==> src/core/pdm_mic_map.vh <==
`ifndef PDM_MIC_MAP_VH
`define PDM_MIC_MAP_VH

// register word addresses on the register port
`define IPE_ENABLES_ADDR 16'h0300
`define IPE_STATUS_ADDR 16'h0301

// reset values
`define IPE_ENABLES_RST 16'h0000
`define IPE_STATUS_RST 16'h0000
`define IPE_MUTE_RST 12'hFFF
`define IPE_ACTIVE_RST 12'h000

// channel enable field: bits 11 down to 0, left above right per path
`define IPE_CHAN_MSB 11
`define IPE_CHAN_LSB 0

// pdm clock rate select codes
`define PDM_RATE_384K 3'h2
`define PDM_RATE_768K 3'h3
`define PDM_RATE_1536K 3'h4
`define PDM_RATE_3072K 3'h5
`define PDM_RATE_6144K 3'h6

// sample rate limit codes
`define RATE_LIMIT_192K 2'h0
`define RATE_LIMIT_96K 2'h1
`define RATE_LIMIT_48K 2'h2

// reference clock and microphone clock figures in Hz
`define REF_CLK_HZ 64'd100000000
`define PDM_F384K_HZ 64'd384000
`define PDM_F768K_HZ 64'd768000
`define PDM_F1536K_HZ 64'd1536000
`define PDM_F3072K_HZ 64'd3072000
`define PDM_F6144K_HZ 64'd6144000
// fractional family scale: 5.6448 MHz over 6.144 MHz = 147 / 160
`define PDM_FRAC_NUM 64'd147
`define PDM_FRAC_DEN 64'd160

// phase accumulator: 24 bits, one carry per clock half period
`define PDM_ACC_W 24
`define PDM_ACC_INC(f) (((f) * 64'd33554432) / `REF_CLK_HZ)
`define PDM_ACC_INC_FRAC(f) ((((f) * `PDM_FRAC_NUM) * 64'd33554432) / \
    (`REF_CLK_HZ * `PDM_FRAC_DEN))

`endif

==> src/core/pdm_input_path.v <==
`timescale 1ns/100ps
`default_nettype none
`include "pdm_mic_map.vh"

module pdm_input_path #(
    parameter NPATH = 6,                // stereo input paths
    parameter NMODE = 3                 // paths with a mode select
) (
    input wire ref_clk,                 // core clock, 100 MHz
    input wire resetn,                  // async reset, active low
    input wire [15:0] reg_addr,         // register word address
    input wire [15:0] reg_wdata,        // register write data
    input wire reg_wr_en,               // write strobe
    input wire reg_rd_en,               // read strobe
    output reg [15:0] reg_rdata_q,      // read data, one cycle later
    input wire core_clock_on,           // system clock running
    input wire [7:0] clock_capacity,    // channels the clock can serve
    input wire clock_family_flag,       // 1: 5.6448 MHz family
    input wire [NMODE-1:0] path_input_type_select, // 1: digital mic
    input wire [NPATH*3-1:0] pdm_clock_rate_select, // rate per path
    input wire [NPATH-1:0] noise_cancel_source,    // path feeds anc
    input wire [11:0] mute_set,         // pulse: mute channel
    input wire [11:0] mute_clear,       // pulse: unmute channel
    input wire [NPATH-1:0] pdm_data_pin,           // data pads
    output wire [NPATH-1:0] pdm_clock_pin,         // clock pads
    output wire [NPATH-1:0] pdm_data_pulldown_en,  // pad pull-downs
    output reg [NPATH-1:0] pcm_left_q,  // left bit, muted to 0
    output reg [NPATH-1:0] pcm_right_q, // right bit, muted to 0
    output reg [NPATH-1:0] pcm_valid_q, // pulse: bit pair ready
    output reg [11:0] mute_q,           // per-channel mute state
    output reg underclock_err_q,        // pulse: enable refused
    output reg [1:0] sample_rate_limit_q // max input sample rate code
);

    reg [15:0] enables_q;
    reg [11:0] active_q;
    reg [11:0] active_d;
    reg refused_d;
    reg [8:0] used;
    reg [1:0] limit_d;
    integer i;
    integer j;
    integer m;
    localparam NCHAN = 2 * NPATH;

    wire [NPATH-1:0] path_dig;
    wire [NPATH-1:0] path_run;
    wire [NPATH*3-1:0] eff_rate;
    wire [NPATH-1:0] clk_run;
    wire [NPATH-1:0] ph_end;
    wire [NPATH-1:0] ph_high;
    wire [NPATH-1:0] cap_left;
    wire [NPATH-1:0] cap_right;
    wire [NPATH-1:0] cap_valid;
    wire [NPATH-1:0] left_pass;
    wire [NPATH-1:0] right_pass;
    wire en_wr;
    wire [15:0] status_word;

    // accumulator step for one rate code; zero marks a reserved code
    // integer steps make each half period jitter by one core cycle
    function [23:0] rate_inc;
        input [2:0] code;
        input frac;
        reg [63:0] v;
        begin
            v = 64'd0;
            case (code)
                `PDM_RATE_384K: begin
                    v = frac ? `PDM_ACC_INC_FRAC(`PDM_F384K_HZ)
                             : `PDM_ACC_INC(`PDM_F384K_HZ);
                end
                `PDM_RATE_768K: begin
                    v = frac ? `PDM_ACC_INC_FRAC(`PDM_F768K_HZ)
                             : `PDM_ACC_INC(`PDM_F768K_HZ);
                end
                `PDM_RATE_1536K: begin
                    v = frac ? `PDM_ACC_INC_FRAC(`PDM_F1536K_HZ)
                             : `PDM_ACC_INC(`PDM_F1536K_HZ);
                end
                `PDM_RATE_3072K: begin
                    v = frac ? `PDM_ACC_INC_FRAC(`PDM_F3072K_HZ)
                             : `PDM_ACC_INC(`PDM_F3072K_HZ);
                end
                `PDM_RATE_6144K: begin
                    v = frac ? `PDM_ACC_INC_FRAC(`PDM_F6144K_HZ)
                             : `PDM_ACC_INC(`PDM_F6144K_HZ);
                end
                default: begin
                    v = 64'd0;
                end
            endcase
            rate_inc = v[23:0];
        end
    endfunction

    // sample rate ceiling implied by one effective rate code
    function [1:0] rate_limit_code;
        input [2:0] code;
        begin
            case (code)
                `PDM_RATE_384K: begin
                    rate_limit_code = `RATE_LIMIT_48K;
                end
                `PDM_RATE_768K: begin
                    rate_limit_code = `RATE_LIMIT_96K;
                end
                default: begin
                    // faster clocks allow the full rate
                    rate_limit_code = `RATE_LIMIT_192K;
                end
            endcase
        end
    endfunction

    // one decode of the enable write, shared by admission and storage
    assign en_wr = reg_wr_en && (reg_addr == `IPE_ENABLES_ADDR);

    // status word: admitted channels, upper bits zero
    assign status_word = {4'h0, active_q};

    assign pdm_data_pulldown_en = {NPATH{1'b1}};

    // admit new enables only within capacity
    always @* begin
        active_d = active_q;
        refused_d = 1'b0;
        used = 9'h000;
        if (en_wr) begin
            // disables always take effect; kept channels count first
            active_d = active_q & reg_wdata[`IPE_CHAN_MSB:`IPE_CHAN_LSB];
            for (i = 0; i < NCHAN; i = i + 1) begin
                used = used + {8'h00, active_d[i]};
            end
            // new requests granted lowest bit first, so refusals repeat
            for (i = 0; i < NCHAN; i = i + 1) begin
                if (reg_wdata[i] && !active_q[i]) begin
                    if (core_clock_on && used < {1'b0, clock_capacity}) begin
                        active_d[i] = 1'b1;
                        used = used + 9'h001;
                    end else begin
                        // one refused bit is enough to flag the write
                        refused_d = 1'b1;
                    end
                end
            end
        end
    end

    always @(posedge ref_clk or negedge resetn) begin
        if (!resetn) begin
            enables_q <= `IPE_ENABLES_RST;
            active_q <= `IPE_ACTIVE_RST;
            underclock_err_q <= 1'b0;
        end else begin
            // enables keep what was written, refused bits included
            if (en_wr) begin
                enables_q <= {4'h0, reg_wdata[`IPE_CHAN_MSB:`IPE_CHAN_LSB]};
            end
            active_q <= active_d;
            // refusal flag pulses for one cycle after the write
            underclock_err_q <= refused_d;
        end
    end

    // read port, status mirrors admitted channels
    // a refused bit reads set in the enables but clear in the status
    always @(posedge ref_clk or negedge resetn) begin
        if (!resetn) begin
            reg_rdata_q <= 16'h0000;
        end else if (reg_rd_en) begin
            case (reg_addr)
                `IPE_ENABLES_ADDR: begin
                    reg_rdata_q <= enables_q;
                end
                `IPE_STATUS_ADDR: begin
                    reg_rdata_q <= status_word;
                end
                default: begin
                    // unmapped addresses read zero
                    reg_rdata_q <= 16'h0000;
                end
            endcase
        end
    end

    // mute set at reset, set wins over clear
    // mute gates channel outputs only; capture keeps running
    always @(posedge ref_clk or negedge resetn) begin
        if (!resetn) begin
            mute_q <= `IPE_MUTE_RST;
        end else begin
            mute_q <= (mute_q & ~mute_clear) | mute_set;
        end
    end

    // each path has its own clock and capture; no phase is shared
    genvar p;
    generate
        for (p = 0; p < NPATH; p = p + 1) begin : g_path
            wire [23:0] inc;
            // mode select on the first paths only
            if (p < NMODE) begin : g_sel
                assign path_dig[p] = path_input_type_select[p];
            end else begin : g_fix
                assign path_dig[p] = 1'b1;
            end
            assign eff_rate[p*3 +: 3] = noise_cancel_source[p] ? `PDM_RATE_3072K
                                        : pdm_clock_rate_select[p*3 +: 3];
            // rate code to step, family scaling
            assign inc = rate_inc(eff_rate[p*3 +: 3], clock_family_flag);
            // path runs when digital and at least one channel admitted
            assign path_run[p] = path_dig[p] & (active_q[2*p] | active_q[2*p+1]);
            // channel passes data only while admitted and unmuted
            assign left_pass[p] = active_q[2*p+1] & ~mute_q[2*p+1];
            assign right_pass[p] = active_q[2*p] & ~mute_q[2*p];
            assign clk_run[p] = path_run[p] & (inc != 24'h000000);
            // clock out while the path runs on a non-reserved rate code
            pdm_clock_gen i_pdm_clock_gen (
                .ref_clk(ref_clk),
                .resetn(resetn),
                .run(clk_run[p]),
                .inc(inc),
                .pdm_clk_q(pdm_clock_pin[p]),
                .phase_end_q(ph_end[p]),
                .ended_high_q(ph_high[p])
            );
            // capture of the synchronised data pin
            pdm_capture i_pdm_capture (
                .ref_clk(ref_clk),
                .resetn(resetn),
                .run(clk_run[p]),
                .data_pin(pdm_data_pin[p]),
                .phase_end(ph_end[p]),
                .ended_high(ph_high[p]),
                .left_q(cap_left[p]),
                .right_q(cap_right[p]),
                .valid_q(cap_valid[p])
            );
        end
    endgenerate

    // channel gating: on each valid pair, inactive or muted channels deliver zero; a stopped path holds its last bits
    always @(posedge ref_clk or negedge resetn) begin
        if (!resetn) begin
            pcm_left_q <= {NPATH{1'b0}};
            pcm_right_q <= {NPATH{1'b0}};
            pcm_valid_q <= {NPATH{1'b0}};
        end else begin
            for (j = 0; j < NPATH; j = j + 1) begin
                pcm_valid_q[j] <= cap_valid[j];
                if (cap_valid[j]) begin
                    pcm_left_q[j] <= cap_left[j] & left_pass[j];
                    pcm_right_q[j] <= cap_right[j] & right_pass[j];
                end
            end
        end
    end

    // slowest running clock sets the sample rate ceiling
    always @* begin
        limit_d = `RATE_LIMIT_192K;
        // limit codes grow with strictness, so the largest one wins
        for (m = 0; m < NPATH; m = m + 1) begin
            if (clk_run[m] && (rate_limit_code(eff_rate[m*3 +: 3]) > limit_d)) begin
                limit_d = rate_limit_code(eff_rate[m*3 +: 3]);
            end
        end
    end

    // ceiling registered; idle or reserved paths do not count
    always @(posedge ref_clk or negedge resetn) begin
        if (!resetn) begin
            sample_rate_limit_q <= `RATE_LIMIT_192K;
        end else begin
            sample_rate_limit_q <= limit_d;
        end
    end

endmodule

`default_nettype wire

==> src/core/pdm_clock_gen.v <==
`timescale 1ns/100ps
`default_nettype none

module pdm_clock_gen (
    input wire ref_clk,                 // core clock
    input wire resetn,                  // async reset, active low
    input wire run,                     // clock output allowed
    input wire [23:0] inc,              // accumulator step per cycle
    output reg pdm_clk_q,               // microphone clock level
    output reg phase_end_q,             // pulse: a phase just ended
    output reg ended_high_q             // the ended phase was high
);

    reg [23:0] acc_q;
    wire [24:0] sum;

    assign sum = {1'b0, acc_q} + {1'b0, inc};

    // phase accumulator; each carry ends one half period
    always @(posedge ref_clk or negedge resetn) begin
        if (!resetn) begin
            acc_q <= 24'h000000;
            pdm_clk_q <= 1'b0;
            phase_end_q <= 1'b0;
            ended_high_q <= 1'b0;
        end else if (!run) begin
            acc_q <= 24'h000000;
            pdm_clk_q <= 1'b0;
            phase_end_q <= 1'b0;
            ended_high_q <= 1'b0;
        end else begin
            acc_q <= sum[23:0];
            phase_end_q <= sum[24];
            if (sum[24]) begin
                ended_high_q <= pdm_clk_q;
                pdm_clk_q <= ~pdm_clk_q;
            end
        end
    end

endmodule

`default_nettype wire

==> src/core/pdm_capture.v <==
`timescale 1ns/100ps
`default_nettype none

module pdm_capture (
    input wire ref_clk,                 // core clock
    input wire resetn,                  // async reset, active low
    input wire run,                     // path capturing
    input wire data_pin,                // pdm data from the pad
    input wire phase_end,               // pulse: clock phase ended
    input wire ended_high,              // ended phase was high
    output reg left_q,                  // captured left bit
    output reg right_q,                 // captured right bit
    output reg valid_q                  // pulse: new left/right pair
);

    reg sync1_q;
    reg sync2_q;
    reg [1:0] end_dly_q;
    reg [1:0] high_dly_q;
    reg have_left_q;

    // two-stage synchroniser for the pad input
    always @(posedge ref_clk or negedge resetn) begin
        if (!resetn) begin
            sync1_q <= 1'b0;
            sync2_q <= 1'b0;
        end else begin
            sync1_q <= data_pin;
            sync2_q <= sync1_q;
        end
    end

    // phase-end strobes delayed to match the synchroniser
    always @(posedge ref_clk or negedge resetn) begin
        if (!resetn) begin
            end_dly_q <= 2'h0;
            high_dly_q <= 2'h0;
        end else begin
            end_dly_q <= {end_dly_q[0], phase_end & run};
            high_dly_q <= {high_dly_q[0], ended_high};
        end
    end

    always @(posedge ref_clk or negedge resetn) begin
        if (!resetn) begin
            left_q <= 1'b0;
            right_q <= 1'b0;
            valid_q <= 1'b0;
            have_left_q <= 1'b0;
        end else begin
            valid_q <= 1'b0;
            if (!run) begin
                have_left_q <= 1'b0;
            end else if (end_dly_q[1]) begin
                if (high_dly_q[1]) begin
                    left_q <= sync2_q;
                    have_left_q <= 1'b1;
                end else if (have_left_q) begin
                    // pair closes on the right bit
                    right_q <= sync2_q;
                    valid_q <= 1'b1;
                    have_left_q <= 1'b0;
                end
            end
        end
    end

endmodule

`default_nettype wire

==> config.mk <==
export PLATFORM = sky130hd
export DESIGN_NAME = pdm_input_path
export DESIGN_NICKNAME = d
export VERILOG_FILES = /design/src/core/pdm_input_path.v /design/src/core/pdm_clock_gen.v /design/src/core/pdm_capture.v
export VERILOG_INCLUDE_DIRS = /design/src /design/src/core
export SDC_FILE = /design/constraint.sdc
export NUM_CORES = 1
export LEC_CHECK = 0
export ABC_AREA = 1
export BUFFER_PORTS_ARGS = -buffer_cell sky130_fd_sc_hd__buf_4
export CAP_MARGIN = 10
export CELL_PAD_IN_SITES_DETAIL_PLACEMENT = 1
export CELL_PAD_IN_SITES_GLOBAL_PLACEMENT = 1
export CORE_MARGIN = 4
export CORE_UTILIZATION = 35
export CTS_CLUSTER_SIZE = 28
export DETAILED_ROUTE_END_ITERATION = 12
export GPL_ROUTABILITY_DRIVEN = 0
export GPL_TIMING_DRIVEN = 0
export PLACE_DENSITY_LB_ADDON = 0.08
export SYNTH_ARGS = -nofsm -noshare
export SYNTH_HDL_FRONTEND = slang
export SYNTH_SLANG_ARGS = --single-unit
==> constraint.sdc <==
create_clock -name ref_clk -period 23.2 [get_ports ref_clk]
set_clock_uncertainty 0.15 [all_clocks]
set_input_delay 2.32 -clock ref_clk [delete_from_list [all_inputs] [get_ports ref_clk]]
set_output_delay 2.32 -clock ref_clk [all_outputs]
set_load 0.01 [all_outputs]
==> results summary <==
The setup slack after placement came out at -4033 ps. The logic depth of the worst register-to-register path came out at 120. The count of distinct cell types in the synthesized netlist came out at 59.

The number of top-level pins is 164. After clock tree synthesis, the flow added hold-fix buffers numbering 0. The first-iteration detailed-routing DRC count came out at 723. The clock insertion delay at the later pin of the skew report is 560 ps. The largest net degree at the start of global routing came out at 110. The worst endpoint data arrival time is 23,180 ps.

The aggregate global routing overflow came out at 0. The first global-routing pass estimated 103,800 um of wire. The die covers 61,730 um2. The standby leakage power is 14.11 nW. The antenna violation net count after detailed routing came out at 0.

The final max-slew violation count came out at 0. The startpoint of the lowest-slack hold path is g_path[5].i_pdm_capture.end_dly_q[0]. The worst register-to-register path ends at underclock_err_q. The final net count came out at 3,293. The largest total area in the synthesized netlist belongs to sky130_fd_sc_hd__dfrtp_1. The relative slew slack is 0.3184. Among all flip-flop cells after synthesis, the most frequent one is sky130_fd_sc_hd__dfrtp_1. TritonCTS built the clock tree.

The clock-pin slew of the registers on the worst-case setup and hold paths came out at 60 ps. The core area is 56,820 um2. The register area share after synthesis is 0.3606. The number of antenna repair diodes is 0. The worst endpoint required time is 23,490 ps.

The post-route core utilization came out at 0.4496. Setup slack closes at 307.4 ps. From bottom edge to top edge, the die measures 248.5 um. The highest clock rate came out at 43.68 MHz. The critical path buffer and inverter count came out at 20. After synthesis, the most frequently instantiated cells are 463 x sky130_fd_sc_hd__inv_1, 383 x sky130_fd_sc_hd__nand2_1, 347 x sky130_fd_sc_hd__nor2_1.

The worst path in the final design needs a cycle of 22,890 ps, including I/O delays and setup. Across the run, the number of max-cap violations was 0. The worst IR drop on VDD came out at 0.03857 mV. The hold-critical path depth came out at 0.

By startpoint and endpoint, the worst setup path is classified as in2reg. In this run the critical register-to-register path is launched from active_q[9]. The detailed-route DRC error count came out at 0. The maximum fanout count along the critical path is 5.

The post-detailed-route via-to-cell ratio is 5.021. The worst setup path is launched from a primary input. The path class of the tightest hold or removal check is reg2reg.

The H-tree depth came out at 2. Among the stages of the critical path, the cell type that occurs most often is sky130_fd_sc_hd__inv_2. The slowest stage of the critical path is the sky130_fd_sc_hd__fa_1 cell. Setup repair after global routing could not meet its margin everywhere. Counting every instance in the synthesized netlist gives 2,637. The final-layout fill cell count is 6,916. The TritonCTS sink count came out at 291. The fraction of synthesis flops using an asynchronous set or reset pin is 1.000. The count of yosys warnings during synthesis is 0. The overall power of the completed layout came out at 1.331 mW. The cell area reported after detailed placement came out at 22,420 um2. The design area is 25,550 um2. The worst hold slack after final layout is 195.9 ps. The count of final hold-check violations came out at 0. The post-synthesis sequential element count came out at 291.

For this configuration, the core starts out at a cell density of 0.3561. Of the post-synthesis cell area, the dominant cell type holds 0.3450. The number of input and output port buffers inserted came out at 147. In this run the power density over the cells is 52.10 nW/um2.

The kind of end point of the critical path is a register. After floorplanning, the core was divided into 87 placement rows. The HPWL reported at the end of detailed placement is 47,880 um. The number of antenna violations at the first check in global routing came out at 0.

The number of search-and-repair iterations in the first detailed-routing pass came out at 5. The average detailed-routed wire length per instance came out at 17.46 um. The measured slew at the worst slew-check pin came out at 1022 ps. The setup slack of the most critical reg-to-reg path is 1500 ps.

The total via count in the routed design is 18,760. The most common cell in the synthesized netlist is sky130_fd_sc_hd__inv_1. The post-synthesis to final-layout area growth came out at 26.24%. By area the synthesized netlist is led by sky130_fd_sc_hd__dfrtp_1 35%, sky130_fd_sc_hd__ha_1 14%, sky130_fd_sc_hd__inv_1 8.6%. The run finished with clean final reports. The cell area after synthesis is 20,240 um2. Yosys mapped a number of flops with a built-in enable equal to 0. For hold timing, the worst endpoint is g_path[5].i_pdm_capture.end_dly_q[1]. The width of the die came out at 248.5 um. Buffers inserted during clock tree synthesis total 37. Of the available clock period, the critical path in the final layout requires 0.9868. The fraction of layout cells with a size suffix above 1 came out at 0.1926. CTS placed an instance of sky130_fd_sc_hd__clkbuf_16 at the clock tree root. The delay of the slowest cell on the worst path came out at 560 ps. The clock tree buffer depth came out at 3. The average size of a mapped cell came out at 7.674 um2. The via count of the first global-routing pass is 20,280. Among cell families on the critical path, the largest total delay comes from simple AND/OR/NAND/NOR gates. The final setup violation count is 0. The global-route usage over all layers came out at 0.2031. Wires add up to 65,240 um.
## flip-flops by register name, indices dropped and copies added (netlist names)
register and count:
g_path.i_pdm_capture.sync2_q 6, g_path.i_pdm_capture.end_dly_q 12, pcm_valid_q 6, g_path.i_pdm_clock_gen.pdm_clk_q 6
pcm_right_q 6, underclock_err_q 1, g_path.i_pdm_capture.left_q 6, g_path.i_pdm_clock_gen.phase_end_q 6
g_path.i_pdm_capture.sync1_q 6, g_path.i_pdm_capture.high_dly_q 12, g_path.i_pdm_capture.right_q 6, g_path.i_pdm_clock_gen.ended_high_q 6
g_path.i_pdm_clock_gen.acc_q 144, mute_q 12, enables_q 12, sample_rate_limit_q 2
g_path.i_pdm_capture.have_left_q 6, reg_rdata_q 12, pcm_left_q 6, active_q 12
g_path.i_pdm_capture.valid_q 6
## metrics by stage
step                      std cells  TNS, ps
final                          3737        0
after global routing           3737    -1301
after CTS                      3701        0
after detailed placement       3561   -10880
after global placement         3559    -8839
after floorplan                2656        0
## worst register-to-register path, delay by kind of cell, from the launching register on
family          cells  cell delay, ps
compound gates     29            5300
simple gates       45            6230
xor+xnor            9            1870
fa+ha+maj          18            5680
flops               1             600
buf+inv            19            1810
## area by class of cell
cell class                      instances  area (um2)  share of cell area
Inverter                              487        1836             0.07185
Sequential cell                       291        7297              0.2856
Clock inverter                         18       201.4            0.007886
Multi-Input combinational cell       1827       11930              0.4671
Tap cell                              756       945.9             0.03703
Clock buffer                           50        1067             0.04178
Timing Repair Buffer                  257        2008             0.07861
Buffer                                 51       257.7             0.01009
## logic make-up after synthesis
kind of cell / after synthesis / share of synthesized area
AND/OR/NAND/NOR: 1029 / 0.2227
buffers and inverters: 538 / 0.1031
AO/OA/AOI/OAI: 499 / 0.1410
flip-flops: 291 / 0.3606
adder cells (fa/ha/maj): 238 / 0.1520
XOR/XNOR: 40 / 0.02028
other: 2 / 0.0003711
## timing repair
action	CTS	global route
pin swaps	43	107
buffers inserted	72	37
resized for setup	72	144
endpoints found under the setup margin	4	3
## per-layer routing
| layer | vias up | routed length [um] | track usage |
|---|---|---|---|
| li1 | 9236 | - | - |
| met1 | 9166 | 28110 | 0.2495 |
| met2 | 236 | 33090 | 0.3673 |
| met3 | 125 | 1948 | 0.03114 |
| met4 | 0 | 2081 | 0.06187 |
| met5 | - | 0 | 0 |
## placed cells by master, fill, tap and decap left out, drive strengths merged, types with 2 or more instances in the layout
cell type / n
clkinv: 19
and3: 16
or2: 4
a21o: 8
o21a: 9
a22o: 6
nor3: 51
dfrtp: 279
nor4: 5
clkbuf: 77
conb: 21
ha: 225
a2bb2oi: 10
o21bai: 28
a2111oi: 2
o2111ai: 2
fa: 13
xor2: 32
dfstp: 12
nand2: 401
a21boi: 7
buf: 281
inv: 482
bufinv: 4
nor2: 353
o31ai: 12
nand3: 126
a31o: 3
xnor2: 8
a221oi: 8
a21oi: 166
o21ai: 204
nor3b: 3
a31oi: 30
nand4: 67
## where the power goes
part           switching (mW)  total (mW)  internal (mW)  leakage, nW
Sequential            0.00239       0.515          0.513         3.98
Combinational           0.133       0.209         0.0765         9.49
Clock                   0.238       0.607          0.368        0.636
Total                   0.373        1.33          0.958         14.1
## worst max path at each step
stage                     cells past startpoint               end  slack [ps]         start
final                                       121  underclock_err_q         310  reg_wdata[7]
after global routing                        120  underclock_err_q        -670  reg_wdata[7]
after CTS                                   128  underclock_err_q           2  reg_wdata[0]
after detailed placement                    125  underclock_err_q       -4030  reg_wdata[0]
after global placement                      123  underclock_err_q       -3490  reg_wdata[5]
after floorplan                             122  underclock_err_q         250  reg_wdata[0]
Note: power is estimated with default switching activity, not from simulation.
